--- src/adrt_pkg.sv ---
package adrt_pkg;

	// ----------------------------------------------------------------
	// Register byte offsets
	// ----------------------------------------------------------------
	localparam logic [7:0] ADRT_OFS_RES_LOW = 8'h00;
	localparam logic [7:0] ADRT_OFS_RES_HIGH = 8'h04;
	localparam logic [7:0] ADRT_OFS_CTRL_B = 8'h08;
	localparam logic [7:0] ADRT_OFS_BUF_OFF_0 = 8'h0C;
	localparam logic [7:0] ADRT_OFS_BUF_OFF_1 = 8'h10;
	localparam logic [7:0] ADRT_OFS_MISC = 8'h14;
	localparam logic [7:0] ADRT_OFS_CONV_CTRL = 8'h18;
	localparam logic [7:0] ADRT_OFS_PIN_IN = 8'h1C;
	localparam logic [7:0] ADRT_OFS_STATUS = 8'h20;

	// ----------------------------------------------------------------
	// Reset values and write masks
	// ----------------------------------------------------------------
	localparam logic [7:0] ADRT_RST_BYTE = 8'h00;
	localparam logic [9:0] ADRT_RST_RESULT = 10'h000;
	localparam logic [31:0] ADRT_RST_WORD = 32'h00000000;
	localparam logic [7:0] ADRT_WMASK_CTRL_B = 8'hF7;
	localparam logic [7:0] ADRT_WMASK_BUF_OFF_0 = 8'hFF;
	localparam logic [7:0] ADRT_WMASK_BUF_OFF_1 = 8'h70;
	localparam logic [7:0] ADRT_WMASK_MISC = 8'h07;
	localparam logic [7:0] ADRT_WMASK_CONV_CTRL = 8'h07;

	// ----------------------------------------------------------------
	// Field positions
	// ----------------------------------------------------------------
	localparam int ADRT_POS_BIPOLAR = 7;
	localparam int ADRT_POS_TRIG_LSB = 0;
	localparam int ADRT_POS_TRIG_MSB = 2;
	localparam int ADRT_POS_BUF_HIGH_LSB = 4;
	localparam int ADRT_POS_BUF_HIGH_MSB = 6;
	localparam int ADRT_POS_EXT_REF_IN = 2;
	localparam int ADRT_POS_REF_OUT = 1;
	localparam int ADRT_POS_ISRC = 0;
	localparam int ADRT_POS_CONV_EN = 0;
	localparam int ADRT_POS_AUTO_TRIG = 1;
	localparam int ADRT_POS_LEFT_ADJ = 2;

	// ----------------------------------------------------------------
	// Sizes and result constants
	// ----------------------------------------------------------------
	localparam int ADRT_PIN_COUNT = 11;
	localparam int ADRT_TRIG_COUNT = 8;
	localparam logic [9:0] ADRT_RESULT_FULL_SCALE = 10'h3FF;

	// ----------------------------------------------------------------
	// Trigger source codes
	// ----------------------------------------------------------------
	localparam logic [2:0] ADRT_TRIG_FREE_RUN = 3'h0;
	localparam logic [2:0] ADRT_TRIG_COMPARATOR = 3'h1;
	localparam logic [2:0] ADRT_TRIG_EXT_IRQ0 = 3'h2;
	localparam logic [2:0] ADRT_TRIG_T1_CMP_A = 3'h3;
	localparam logic [2:0] ADRT_TRIG_T1_OVF = 3'h4;
	localparam logic [2:0] ADRT_TRIG_T1_CMP_B = 3'h5;
	localparam logic [2:0] ADRT_TRIG_T1_CAPT = 3'h6;
	localparam logic [2:0] ADRT_TRIG_WDT = 3'h7;

	// ----------------------------------------------------------------
	// Types
	// ----------------------------------------------------------------
	typedef enum logic [1:0]
	{
		ADRT_LOCK_OPEN = 2'b01,
		ADRT_LOCK_HELD = 2'b10
	} adrt_lock_e;

	typedef struct packed
	{
		logic psel;
		logic penable;
		logic pwrite;
		logic [7:0] paddr;
		logic [31:0] pwdata;
	} adrt_apb_req_s;

	typedef struct packed
	{
		logic [31:0] prdata;
		logic pready;
		logic pslverr;
	} adrt_apb_rsp_s;

	typedef struct packed
	{
		logic done;
		logic below;
		logic [9:0] code;
	} adrt_conv_s;

	typedef struct packed
	{
		logic [10:0] buffer_off;
		logic ext_ref_in;
		logic ref_out;
		logic isrc;
		logic bipolar;
		logic start;
	} adrt_ana_s;

	typedef struct packed
	{
		logic [2:0] stage;
		logic level;
	} adrt_sync_s;

endpackage

--- src/adrt_pin_sync.sv ---
`timescale 1ns/10ps
// ----------------------------------------------------------------
// Three-stage pin synchroniser with agreement filter
// ----------------------------------------------------------------
module adrt_pin_sync
	import adrt_pkg::*;
(
	input wire logic pclk,
	input wire logic presetn,
	input wire logic pin,
	output logic level
);

	adrt_sync_s s_r;
	adrt_sync_s s_nxt;

	always_comb
	begin
		s_nxt = s_r;
		s_nxt.stage = {s_r.stage[1:0], pin};
		// Accept a change once stages two and three agree
		if (s_r.stage[1] == s_r.stage[2])
		begin
			s_nxt.level = s_r.stage[2];
		end
	end

	always_ff @(posedge pclk or negedge presetn)
	begin
		if (!presetn)
		begin
			s_r <= '0;
		end
		else
		begin
			s_r <= s_nxt;
		end
	end

	assign level = s_r.level;

endmodule

--- src/adrt_top.sv ---
// Our own choices: register access over APB and the register addresses.
`timescale 1ns/10ps
// Functional notes
// RULE1 - Low byte read freezes both result bytes until high byte is read.
// RULE2 - Software reads low byte first, then high byte, for one conversion.
// RULE3 - Left adjust: bits 9..2 in high byte, bits 1..0 at low 7..6.
// RULE4 - Right adjust default: bits 9..8 at high 1..0, bits 7..0 low.
// RULE5 - Left adjusted eight-bit use may read the high byte alone.
// RULE6 - Unipolar: 10-bit result, saturated when positive not above negative.
// RULE7 - Bipolar select gives two's complement, nine magnitude plus sign.
// RULE8 - Software writes zero to reserved bit 3 of control register b.
// RULE9 - Trigger source field acts only while auto triggering is enabled.
// RULE10 - Auto trigger starts on rising edge of selected source flag.
// RULE11 - Switching from clear source to set source counts as rising edge.
// RULE12 - Switching to free running code zero never creates a trigger.
// RULE13 - Codes: free run, comparator, ext irq0, T1 A, ovf, B, capt, wdt.
// RULE14 - Buffer-off register 0 bits disable input buffers of pins 7..0.
// RULE15 - Buffer-off register 1 bits 6..4 disable pins 10..8.
// RULE16 - Port input bit reads zero while its buffer is disabled.
// RULE17 - Software writes zero to bits 7 and 3..0 of buffer-off register 1.
// RULE18 - Misc bit 2 routes reference from the external reference pin.
// RULE19 - No internal reference with external drive; disable pin buffer too.
// RULE20 - Misc bit 1 drives internal reference out on reference output pin.
// RULE21 - Software writes zero to misc register bits 7..3.
// RULE22 - Adjust select change alters result presentation immediately.
// RULE23 - Auto trigger enable makes selected source edges start conversions.
// RULE24 - After unlock, next completion updates; completions while locked lost.
module adrt_top
	import adrt_pkg::*;
(
	input wire logic pclk,
	input wire logic presetn,
	input wire adrt_apb_req_s apb_req,
	output adrt_apb_rsp_s apb_rsp,
	input wire adrt_conv_s conv,
	input wire logic [7:0] trig_flags,
	input wire logic [10:0] pin_level,
	output adrt_ana_s ana
);

	// ----------------------------------------------------------------
	// State
	// ----------------------------------------------------------------
	typedef struct packed
	{
		logic [9:0] result;
		adrt_lock_e lock;
		logic [7:0] ctrl_b;
		logic [7:0] buf_off_0;
		logic [7:0] buf_off_1;
		logic [7:0] misc;
		logic [7:0] conv_ctrl;
		logic trig_prev;
		logic [2:0] sel_prev;
		logic start;
		logic [31:0] prdata;
	} adrt_state_s;

	adrt_state_s s_r;
	adrt_state_s s_nxt;
	logic [10:0] pin_sync;
	logic [10:0] buf_off_all;

	// ----------------------------------------------------------------
	// Pin synchronisers
	// ----------------------------------------------------------------
	genvar gi;
	generate
		for (gi = 0; gi < ADRT_PIN_COUNT; gi++)
		begin : g_sync
			adrt_pin_sync u_sync
			(
				.pclk(pclk),
				.presetn(presetn),
				.pin(pin_level[gi]),
				.level(pin_sync[gi])
			);
		end
	endgenerate

	// ----------------------------------------------------------------
	// Helpers
	// ----------------------------------------------------------------
	function automatic logic [9:0] conv_value(input adrt_conv_s c,
		input logic bipolar);
		logic [9:0] mag;
		mag = {1'b0, c.code[8:0]};
		if (bipolar)
		begin
			conv_value = c.below ? 10'(~mag + 10'h001) : mag; // RULE7
		end
		else
		begin
			conv_value = c.below ? ADRT_RESULT_FULL_SCALE : c.code; // RULE6
		end
	endfunction

	function automatic logic [7:0] res_byte(input logic [9:0] r,
		input logic left, input logic high);
		if (left)
		begin
			res_byte = high ? r[9:2] : {r[1:0], 6'h00}; // RULE3
		end
		else
		begin
			res_byte = high ? {6'h00, r[9:8]} : r[7:0]; // RULE4
		end
	endfunction

	function automatic logic mapped(input logic [7:0] a);
		case (a)
			ADRT_OFS_RES_LOW,
			ADRT_OFS_RES_HIGH,
			ADRT_OFS_CTRL_B,
			ADRT_OFS_BUF_OFF_0,
			ADRT_OFS_BUF_OFF_1,
			ADRT_OFS_MISC,
			ADRT_OFS_CONV_CTRL,
			ADRT_OFS_PIN_IN,
			ADRT_OFS_STATUS:
				mapped = 1'b1;
			default:
				mapped = 1'b0;
		endcase
	endfunction

	// ----------------------------------------------------------------
	// Trigger source decode
	// ----------------------------------------------------------------
	function automatic logic trig_pick(input logic [7:0] f,
		input logic [2:0] code);
		case (code)
			ADRT_TRIG_FREE_RUN:
				trig_pick = f[0];
			ADRT_TRIG_COMPARATOR:
				trig_pick = f[1];
			ADRT_TRIG_EXT_IRQ0:
				trig_pick = f[2];
			ADRT_TRIG_T1_CMP_A:
				trig_pick = f[3];
			ADRT_TRIG_T1_OVF:
				trig_pick = f[4];
			ADRT_TRIG_T1_CMP_B:
				trig_pick = f[5];
			ADRT_TRIG_T1_CAPT:
				trig_pick = f[6];
			ADRT_TRIG_WDT:
				trig_pick = f[7];
			default:
				trig_pick = 1'b0;
		endcase
	endfunction

	// ----------------------------------------------------------------
	// Buffer disable map
	// ----------------------------------------------------------------
	always_comb
	begin
		buf_off_all[7:0] = s_r.buf_off_0; // RULE14
		buf_off_all[10:8] =
			s_r.buf_off_1[ADRT_POS_BUF_HIGH_MSB:ADRT_POS_BUF_HIGH_LSB]; // RULE15
	end

	// ----------------------------------------------------------------
	// Next state
	// ----------------------------------------------------------------
	always_comb
	begin
		logic setup;
		logic access;
		logic rd_low;
		logic rd_high;
		logic hold;
		logic left;
		logic [2:0] sel;
		logic trig;
		logic edge_seen;
		logic [7:0] rbyte;
		setup = 1'b0;
		access = 1'b0;
		rd_low = 1'b0;
		rd_high = 1'b0;
		hold = 1'b0;
		left = 1'b0;
		sel = 3'h0;
		trig = 1'b0;
		edge_seen = 1'b0;
		rbyte = 8'h00;

		s_nxt = s_r;
		s_nxt.start = 1'b0;
		setup = apb_req.psel && !apb_req.penable;
		access = apb_req.psel && apb_req.penable;
		left = s_r.conv_ctrl[ADRT_POS_LEFT_ADJ];

		// ------------------------------------------------
		// Read data captured in setup phase
		// ------------------------------------------------
		if (setup && !apb_req.pwrite)
		begin
			case (apb_req.paddr)
				ADRT_OFS_RES_LOW:
					rbyte = res_byte(s_r.result, left, 1'b0); // RULE22
				ADRT_OFS_RES_HIGH:
					rbyte = res_byte(s_r.result, left, 1'b1); // RULE22
				ADRT_OFS_CTRL_B:
					rbyte = s_r.ctrl_b & ADRT_WMASK_CTRL_B; // RULE8
				ADRT_OFS_BUF_OFF_0:
					rbyte = s_r.buf_off_0;
				ADRT_OFS_BUF_OFF_1:
					rbyte = s_r.buf_off_1 & ADRT_WMASK_BUF_OFF_1; // RULE17
				ADRT_OFS_MISC:
					rbyte = s_r.misc & ADRT_WMASK_MISC; // RULE21
				ADRT_OFS_CONV_CTRL:
					rbyte = s_r.conv_ctrl;
				ADRT_OFS_PIN_IN:
					rbyte = 8'h00;
				ADRT_OFS_STATUS:
					rbyte = {7'h00, s_r.lock == ADRT_LOCK_HELD};
				default:
					rbyte = 8'h00;
			endcase
			s_nxt.prdata = {24'h000000, rbyte};
			if (apb_req.paddr == ADRT_OFS_PIN_IN)
			begin
				s_nxt.prdata = {21'h000000, pin_sync & ~buf_off_all}; // RULE16
			end
		end

		// ------------------------------------------------
		// Register writes
		// ------------------------------------------------
		if (access && apb_req.pwrite)
		begin
			case (apb_req.paddr)
				ADRT_OFS_CTRL_B:
					s_nxt.ctrl_b = apb_req.pwdata[7:0] & ADRT_WMASK_CTRL_B;
				ADRT_OFS_BUF_OFF_0:
					s_nxt.buf_off_0 = apb_req.pwdata[7:0] & ADRT_WMASK_BUF_OFF_0;
				ADRT_OFS_BUF_OFF_1:
					s_nxt.buf_off_1 = apb_req.pwdata[7:0] & ADRT_WMASK_BUF_OFF_1;
				ADRT_OFS_MISC:
					s_nxt.misc = apb_req.pwdata[7:0] & ADRT_WMASK_MISC;
				ADRT_OFS_CONV_CTRL:
					s_nxt.conv_ctrl = apb_req.pwdata[7:0] & ADRT_WMASK_CONV_CTRL;
				default:
					s_nxt.misc = s_nxt.misc;
			endcase
		end

		// ------------------------------------------------
		// Read lock of the result bytes
		// ------------------------------------------------
		rd_low = access && !apb_req.pwrite && apb_req.paddr == ADRT_OFS_RES_LOW;
		rd_high = access && !apb_req.pwrite &&
			apb_req.paddr == ADRT_OFS_RES_HIGH;
		case (s_r.lock)
			ADRT_LOCK_OPEN:
			begin
				if (rd_low)
				begin
					s_nxt.lock = ADRT_LOCK_HELD; // RULE1
				end
			end
			ADRT_LOCK_HELD:
			begin
				if (rd_high && !rd_low)
				begin
					s_nxt.lock = ADRT_LOCK_OPEN; // RULE24
				end
			end
			default:
				s_nxt.lock = ADRT_LOCK_OPEN;
		endcase

		// ------------------------------------------------
		// Result update, dropped while held or low read pending
		// ------------------------------------------------
		hold = (s_r.lock == ADRT_LOCK_HELD) ||
			(apb_req.psel && !apb_req.pwrite &&
			apb_req.paddr == ADRT_OFS_RES_LOW); // RULE1
		if (conv.done && !hold)
		begin
			s_nxt.result = conv_value(conv,
				s_r.ctrl_b[ADRT_POS_BIPOLAR]); // RULE24
		end

		// ------------------------------------------------
		// Auto trigger edge detection
		// ------------------------------------------------
		sel = s_r.ctrl_b[ADRT_POS_TRIG_MSB:ADRT_POS_TRIG_LSB];
		trig = trig_pick(trig_flags, sel); // RULE13
		edge_seen = trig && !s_r.trig_prev; // RULE10 RULE11
		if (sel == ADRT_TRIG_FREE_RUN && s_r.sel_prev != ADRT_TRIG_FREE_RUN)
		begin
			edge_seen = 1'b0; // RULE12
		end
		s_nxt.trig_prev = trig;
		s_nxt.sel_prev = sel;
		s_nxt.start = edge_seen &&
			s_r.conv_ctrl[ADRT_POS_AUTO_TRIG] &&
			s_r.conv_ctrl[ADRT_POS_CONV_EN]; // RULE9 RULE23
	end

	// ----------------------------------------------------------------
	// State register
	// ----------------------------------------------------------------
	always_ff @(posedge pclk or negedge presetn)
	begin
		if (!presetn)
		begin
			s_r.result <= ADRT_RST_RESULT;
			s_r.lock <= ADRT_LOCK_OPEN;
			s_r.ctrl_b <= ADRT_RST_BYTE;
			s_r.buf_off_0 <= ADRT_RST_BYTE;
			s_r.buf_off_1 <= ADRT_RST_BYTE;
			s_r.misc <= ADRT_RST_BYTE;
			s_r.conv_ctrl <= ADRT_RST_BYTE;
			s_r.trig_prev <= 1'b0;
			s_r.sel_prev <= ADRT_TRIG_FREE_RUN;
			s_r.start <= 1'b0;
			s_r.prdata <= ADRT_RST_WORD;
		end
		else
		begin
			s_r <= s_nxt;
		end
	end

	// ----------------------------------------------------------------
	// Outputs
	// ----------------------------------------------------------------
	always_comb
	begin
		apb_rsp.prdata = s_r.prdata;
		apb_rsp.pready = apb_req.psel && apb_req.penable;
		apb_rsp.pslverr = apb_req.psel && apb_req.penable &&
			!mapped(apb_req.paddr);
		ana.buffer_off = buf_off_all; // RULE14 RULE15
		ana.ext_ref_in = s_r.misc[ADRT_POS_EXT_REF_IN]; // RULE18
		ana.ref_out = s_r.misc[ADRT_POS_REF_OUT]; // RULE20
		ana.isrc = s_r.misc[ADRT_POS_ISRC];
		ana.bipolar = s_r.ctrl_b[ADRT_POS_BIPOLAR]; // RULE7
		ana.start = s_r.start;
	end

endmodule

--- config.mk ---
export PLATFORM = sky130hd
export DESIGN_NAME = adrt_top
export DESIGN_NICKNAME = d
export VERILOG_FILES = /design/src/adrt_pkg.sv /design/src/adrt_pin_sync.sv /design/src/adrt_top.sv
export SDC_FILE = /design/constraint.sdc
export NUM_CORES = 1
export LEC_CHECK = 0
export BUFFER_PORTS_ARGS = -buffer_cell sky130_fd_sc_hd__buf_2
export CAP_MARGIN = 25
export CORE_UTILIZATION = 40
export CTS_BUF_LIST = sky130_fd_sc_hd__clkbuf_8
export DETAILED_ROUTE_END_ITERATION = 6
export GPL_ROUTABILITY_DRIVEN = 0
export SETUP_SLACK_MARGIN = 0.3
export SLEW_MARGIN = 20
export SYNTH_ARGS = -nofsm -noshare
export SYNTH_HDL_FRONTEND = slang
export SYNTH_SLANG_ARGS = --single-unit
--- constraint.sdc ---
create_clock -name pclk -period 1.88 [get_ports pclk]
set_input_delay 0.094 -clock pclk [delete_from_list [all_inputs] [get_ports pclk]]
set_output_delay 0.094 -clock pclk [all_outputs]
set_load 0.02 [all_outputs]
After elaboration in Yosys (flattened, before gate mapping) --
Index checks and enable logic that the tools add are counted.
Operators by class: mux-type cells 13, add/subtract/negate cells 1, bitwise gates (word level) 3, equal/unequal tests 30, reductions and logical operators 33
Operators by type and width (count):
- one-hot mux 8 bit (8 select lines) | 1
- == test 8 x 5 -> 1 bit (second input constant) | 4
- 2-to-1 mux 10 bit | 3
- == test 8 x 4 -> 1 bit (second input constant) | 2
- logical AND 1 bit | 16
- 2-to-1 mux 8 bit | 2
- == test 3 bit (second input constant) | 4
- AND reduction 2 bit | 6
- AND 11 bit | 1
- == test 1 bit | 11
- 2-to-1 mux 11 bit | 1
- inverter 11 bit | 1
- adder 10 x 1 -> 10 bit (second input constant) | 1
- inverter 9 -> 10 bit | 1
- OR reduction 9 bit | 1
- == test 8 x 3 -> 1 bit (second input constant) | 1
- == test 8 x 6 -> 1 bit (second input constant) | 1
- logical NOT 8 bit | 1
- one-hot mux 1 bit (8 select lines) | 1
- == test 3 x 2 -> 1 bit (second input constant) | 2
- logical NOT 1 bit | 6
- 2-to-1 mux 2 bit | 2
- one-hot mux 2 bit (2 select lines) | 1
- == test 3 x 1 -> 1 bit (second input constant) | 1
- 8 further kinds | 9
Storage, ports and cells: logic and storage cells 113, output and inout bits 50, bits in registers 117

Depth between registers and ports, before layout --
depth after elaboration 7, mapped depth 6

Modules after synthesis --
From an unflattened synthesis, not the netlist that was laid out.
Second synthesis, totals: cell total of the unflattened synthesis 396, area, all modules 4573.1 µm²
By module, submodules not included:
- adrt_top | seq. area each 1302.5 µm², area each 3348.2 µm², cells an instance 341, instances 1
- adrt_pin_sync | seq. area each 100.1 µm², area each 111.4 µm², cells an instance 5, instances 11

Worst setup path after synthesis --
Ideal clock, no wire load.
path type in2reg, start input port apb_req[36] (netlist bit), end register s_r (netlist bit ana[1]), data arrival time 1479 ps, cell stages on the path 4, path buffers 1, path slack 276 ps, cells stage by stage buf_2 > or4_4 > nor3_4 > mux2_2
On the way: word-level cells in the longest chain between the ends 2
RTL lines:
- start, declared | line adrt_top.sv:33 | input wire adrt_apb_req_s apb_req,
- == test 8 x 4 -> 1 bit | line adrt_top.sv:235 | case (apb_req.paddr)
- AND reduction 2 bit (no line)
- end signal, assigned | line adrt_top.sv:326 | s_r <= s_nxt;
- end, declared | line adrt_top.sv:59 | adrt_state_s s_r;
No other way between the ends. A chain may end at the register's enable or synchronous reset.

Worst setup path after layout --
start input port apb_req[34] (netlist bit), end register s_r (netlist bit ana[5])
Same word-level chain as after synthesis.

==> run metrics <==
Worst Skew 0.0113 ns; Ports 126; kind of critical path primary input to register; DRC viols 0; Syn. warnings 0; placed insts 587; CTS root buf clkbuf_8; Overall Global Routing Usage 17.9%; fin util 48.6%; Vias/cell 5.23; CTS Buf Count 9; Setup WS pre-CTS 0.0436 ns; hold depth 2; nature of the critical path endpoint register; drt first pass iters 4; Reg power frac 56.1%; Worst-Skew Late Latency 0.36 ns; dominant synthesized flop cell dfrtp_1; largest net degree at the start of global routing 48; Internal Pwr Total 2.95 mW; switching portion of total power 26.7%; Leak 2.48 nW; P_sw 1.07 mW; outcome finished clean; Netlist cell types 58; Gate Count Post-Synth 391; #FFs+latches synth 96; overflow left after global routing 0; f_max 0.665 GHz; number of global-route vias before repair 3051; Required @ worst endpoint 2.12 ns; share of the synthesized area in the top cell type 52.4%; Comb pwr share 12.3%; Fillers 1026; Clk pwr share 31.6%; drt total wl 10.1 mm; Slew Limit Fails 0; WL/cell 16.3 µm; crit path cell chain buf_2 -> buf_4 -> nor4bb_1 -> and4_1 -> buf_4 -> mux2_2; Die Height 108 µm; die width 108 µm; crit path DAT 1.74 ns; Initial Util 41.5%; Max Cap Violations 0; Area Overhead vs Synth 17.3%; Least-Margin Pin Slew 0.547 ns; Post-synth ARST share 100%; drt first-iter violations 207; core area 10900 µm²; Seq. cell area 2410 µm²; Overall Power 4.02 mW; Post-CTS Setup Inserts 0; Port Buffers 80; syn_area_per_cell 11.6 µm²; non-filler instance count after layout 621; antenna violations before repair 0; PwrDens 755 nW/µm²; Die Footprint 11800 µm²; Final HPWL DP 7.32 mm; share of post-route cells with drive strength above 1 32.8%; worst-path fanout max 7; peak supply drop 0.000422 V; nature of the critical path startpoint primary input; relative slew slack 63.3%; CTS Sinks 96; period utilisation layout 80.0%; area leader, netlist dfrtp_1; multi-input logic area 1750 µm²; final worst slack 0.377 ns; antenna fix cells 0; final setup violation count 0; Worst Hold Class primary input to register; final hold violations 0; final setup TNS 0 ns; CTS max path bufs 2; Synth Cell Area 4540 µm²; number of synthesized flops with an enable pin 0; top post-synthesis cells by area dfrtp_1 (52%), buf_4 (7.9%), mux2_2 (7.0%); total number of vias 3246; Seq/Total Area, Yosys 53.0%; CP max-delay cell nor4bb_1; H-tree depth 3; most used cell, CP buf_4; Antenna Nets Post-Route 0; Commonest cells post-synth dfrtp_1 (95), buf_4 (48), mux2_2 (28), nor2_1 (24), nand2_1 (22); most numerous cell in the Yosys netlist dfrtp_1; first-pass GRT wire length 15.7 mm; nets 553; Slowest Stage Delay on Critical Path 0.43 ns; Worst-path clk slew 0.09 ns; min Tclk post-route 1.50 ns; row cnt 38; Register-to-Register Path Depth 3; CTS tree yes; RSZ-0062 raised after global routing false
==> state kept, by name (all words and copies together) (netlist names) <==
name                 flops
g_sync.u_sync.s_nxt     22
ana                     16
s_nxt                    3
g_sync.u_sync.s_r       11
s_r                     22
apb_rsp                 11
g_sync.u_sync.level     11
==> routing by layer <==
layer,track usage (%),up-vias,part of all wire (%)
met5,0,-,0
met3,3.56,11,6.3
li1,-,1504,-
met4,5.12,0,1.0
met2,29.7,124,48
met1,23.6,1607,45
==> critical path, delay by kind of cell <==
family	cells	cell delay (ns)
and+or+nand+nor	2	0.75
buffers and inverters	3	0.54
muxes	1	0.35
==> repair_timing <==
item                                    CTS  global route
hold buffers                             18             0
endpoints found under the setup margin    0             2
gates resized for setup                   0             2
hold endpoints to repair                 47             0
==> logic make-up after synthesis <==
group	Yosys count	share of synthesized area, %
flops	96	53.0
mux	41	10.4
other cells	1	0.0827
fa+ha+maj	12	2.70
compound gates	68	10.5
simple gates	101	13.0
buf+inv	71	10.1
xor+xnor	1	0.193
==> final cells by class <==
| class | count | area share, % |
|---|---|---|
| Clock buffer | 11 | 2.85 |
| Inverter | 7 | 0.494 |
| Timing Repair Buffer | 118 | 14.5 |
| Tap cell | 140 | 3.29 |
| Multi-Input combinational cell | 244 | 32.9 |
| Sequential cell | 96 | 45.2 |
| Clock inverter | 5 | 0.729 |
==> cell usage in the layout (no fill, tap or decap), types with 3 or more instances in the layout <==
master,n
a21boi_0,4
a21oi_1,10
a31oi_1,7
and3_1,6
buf_12,3
buf_2,79
buf_4,18
clkbuf_8,11
conb_1,21
dfrtp_1,93
dlygate4sd3_1,18
inv_1,7
maj3_1,11
mux2_2,28
mux2i_1,11
nand2_1,22
nand2b_1,5
nand3b_1,7
nor2_1,24
nor3_1,3
nor3b_1,7
o21ai_0,15
o22ai_1,4
o2bb2ai_1,3
o31ai_1,8
or4_1,4
==> power by group through the flow <==
| stage | clock [mW] | sequential [mW] | combinational, mW |
|---|---|---|---|
| finish | 1.27 | 2.25 | 0.495 |
| CTS | 1.33 | 2.26 | 0.498 |
| global route | 1.40 | 2.27 | 0.546 |
| detailed placement | 0 | 2.29 | 0.467 |
| floorplan | 0 | 2.26 | 0.336 |
| global placement | 0 | 2.29 | 0.456 |
==> worst paths after layout <==
kind	start	end	slack, ns
min reg2reg	g_sync[6].u_sync.s_nxt[2]	g_sync[6].u_sync.s_nxt[3]	0.35
max reg2reg	s_nxt[33]	ana[0]	0.40
min in group asynchronous	presetn	g_sync[2].u_sync.s_nxt[3]	0.20
max	apb_req[34]	ana[5]	0.38
min	apb_req[0]	s_r[37]	0.03
max in group asynchronous	presetn	s_r[39]	1.03
==> stage by stage <==
| stage | hold WS, ns | cell area (µm²) |
|---|---|---|
| global route | 0.0161 | 5320 |
| global placement | 0.0316 | 4950 |
| detailed placement | 0.0362 | 4950 |
| CTS | 0.00928 | 5320 |
| finish | 0.0327 | 5320 |
| floorplan | -0.202 | 4610 |
Power figures use the tool's default switching activity.
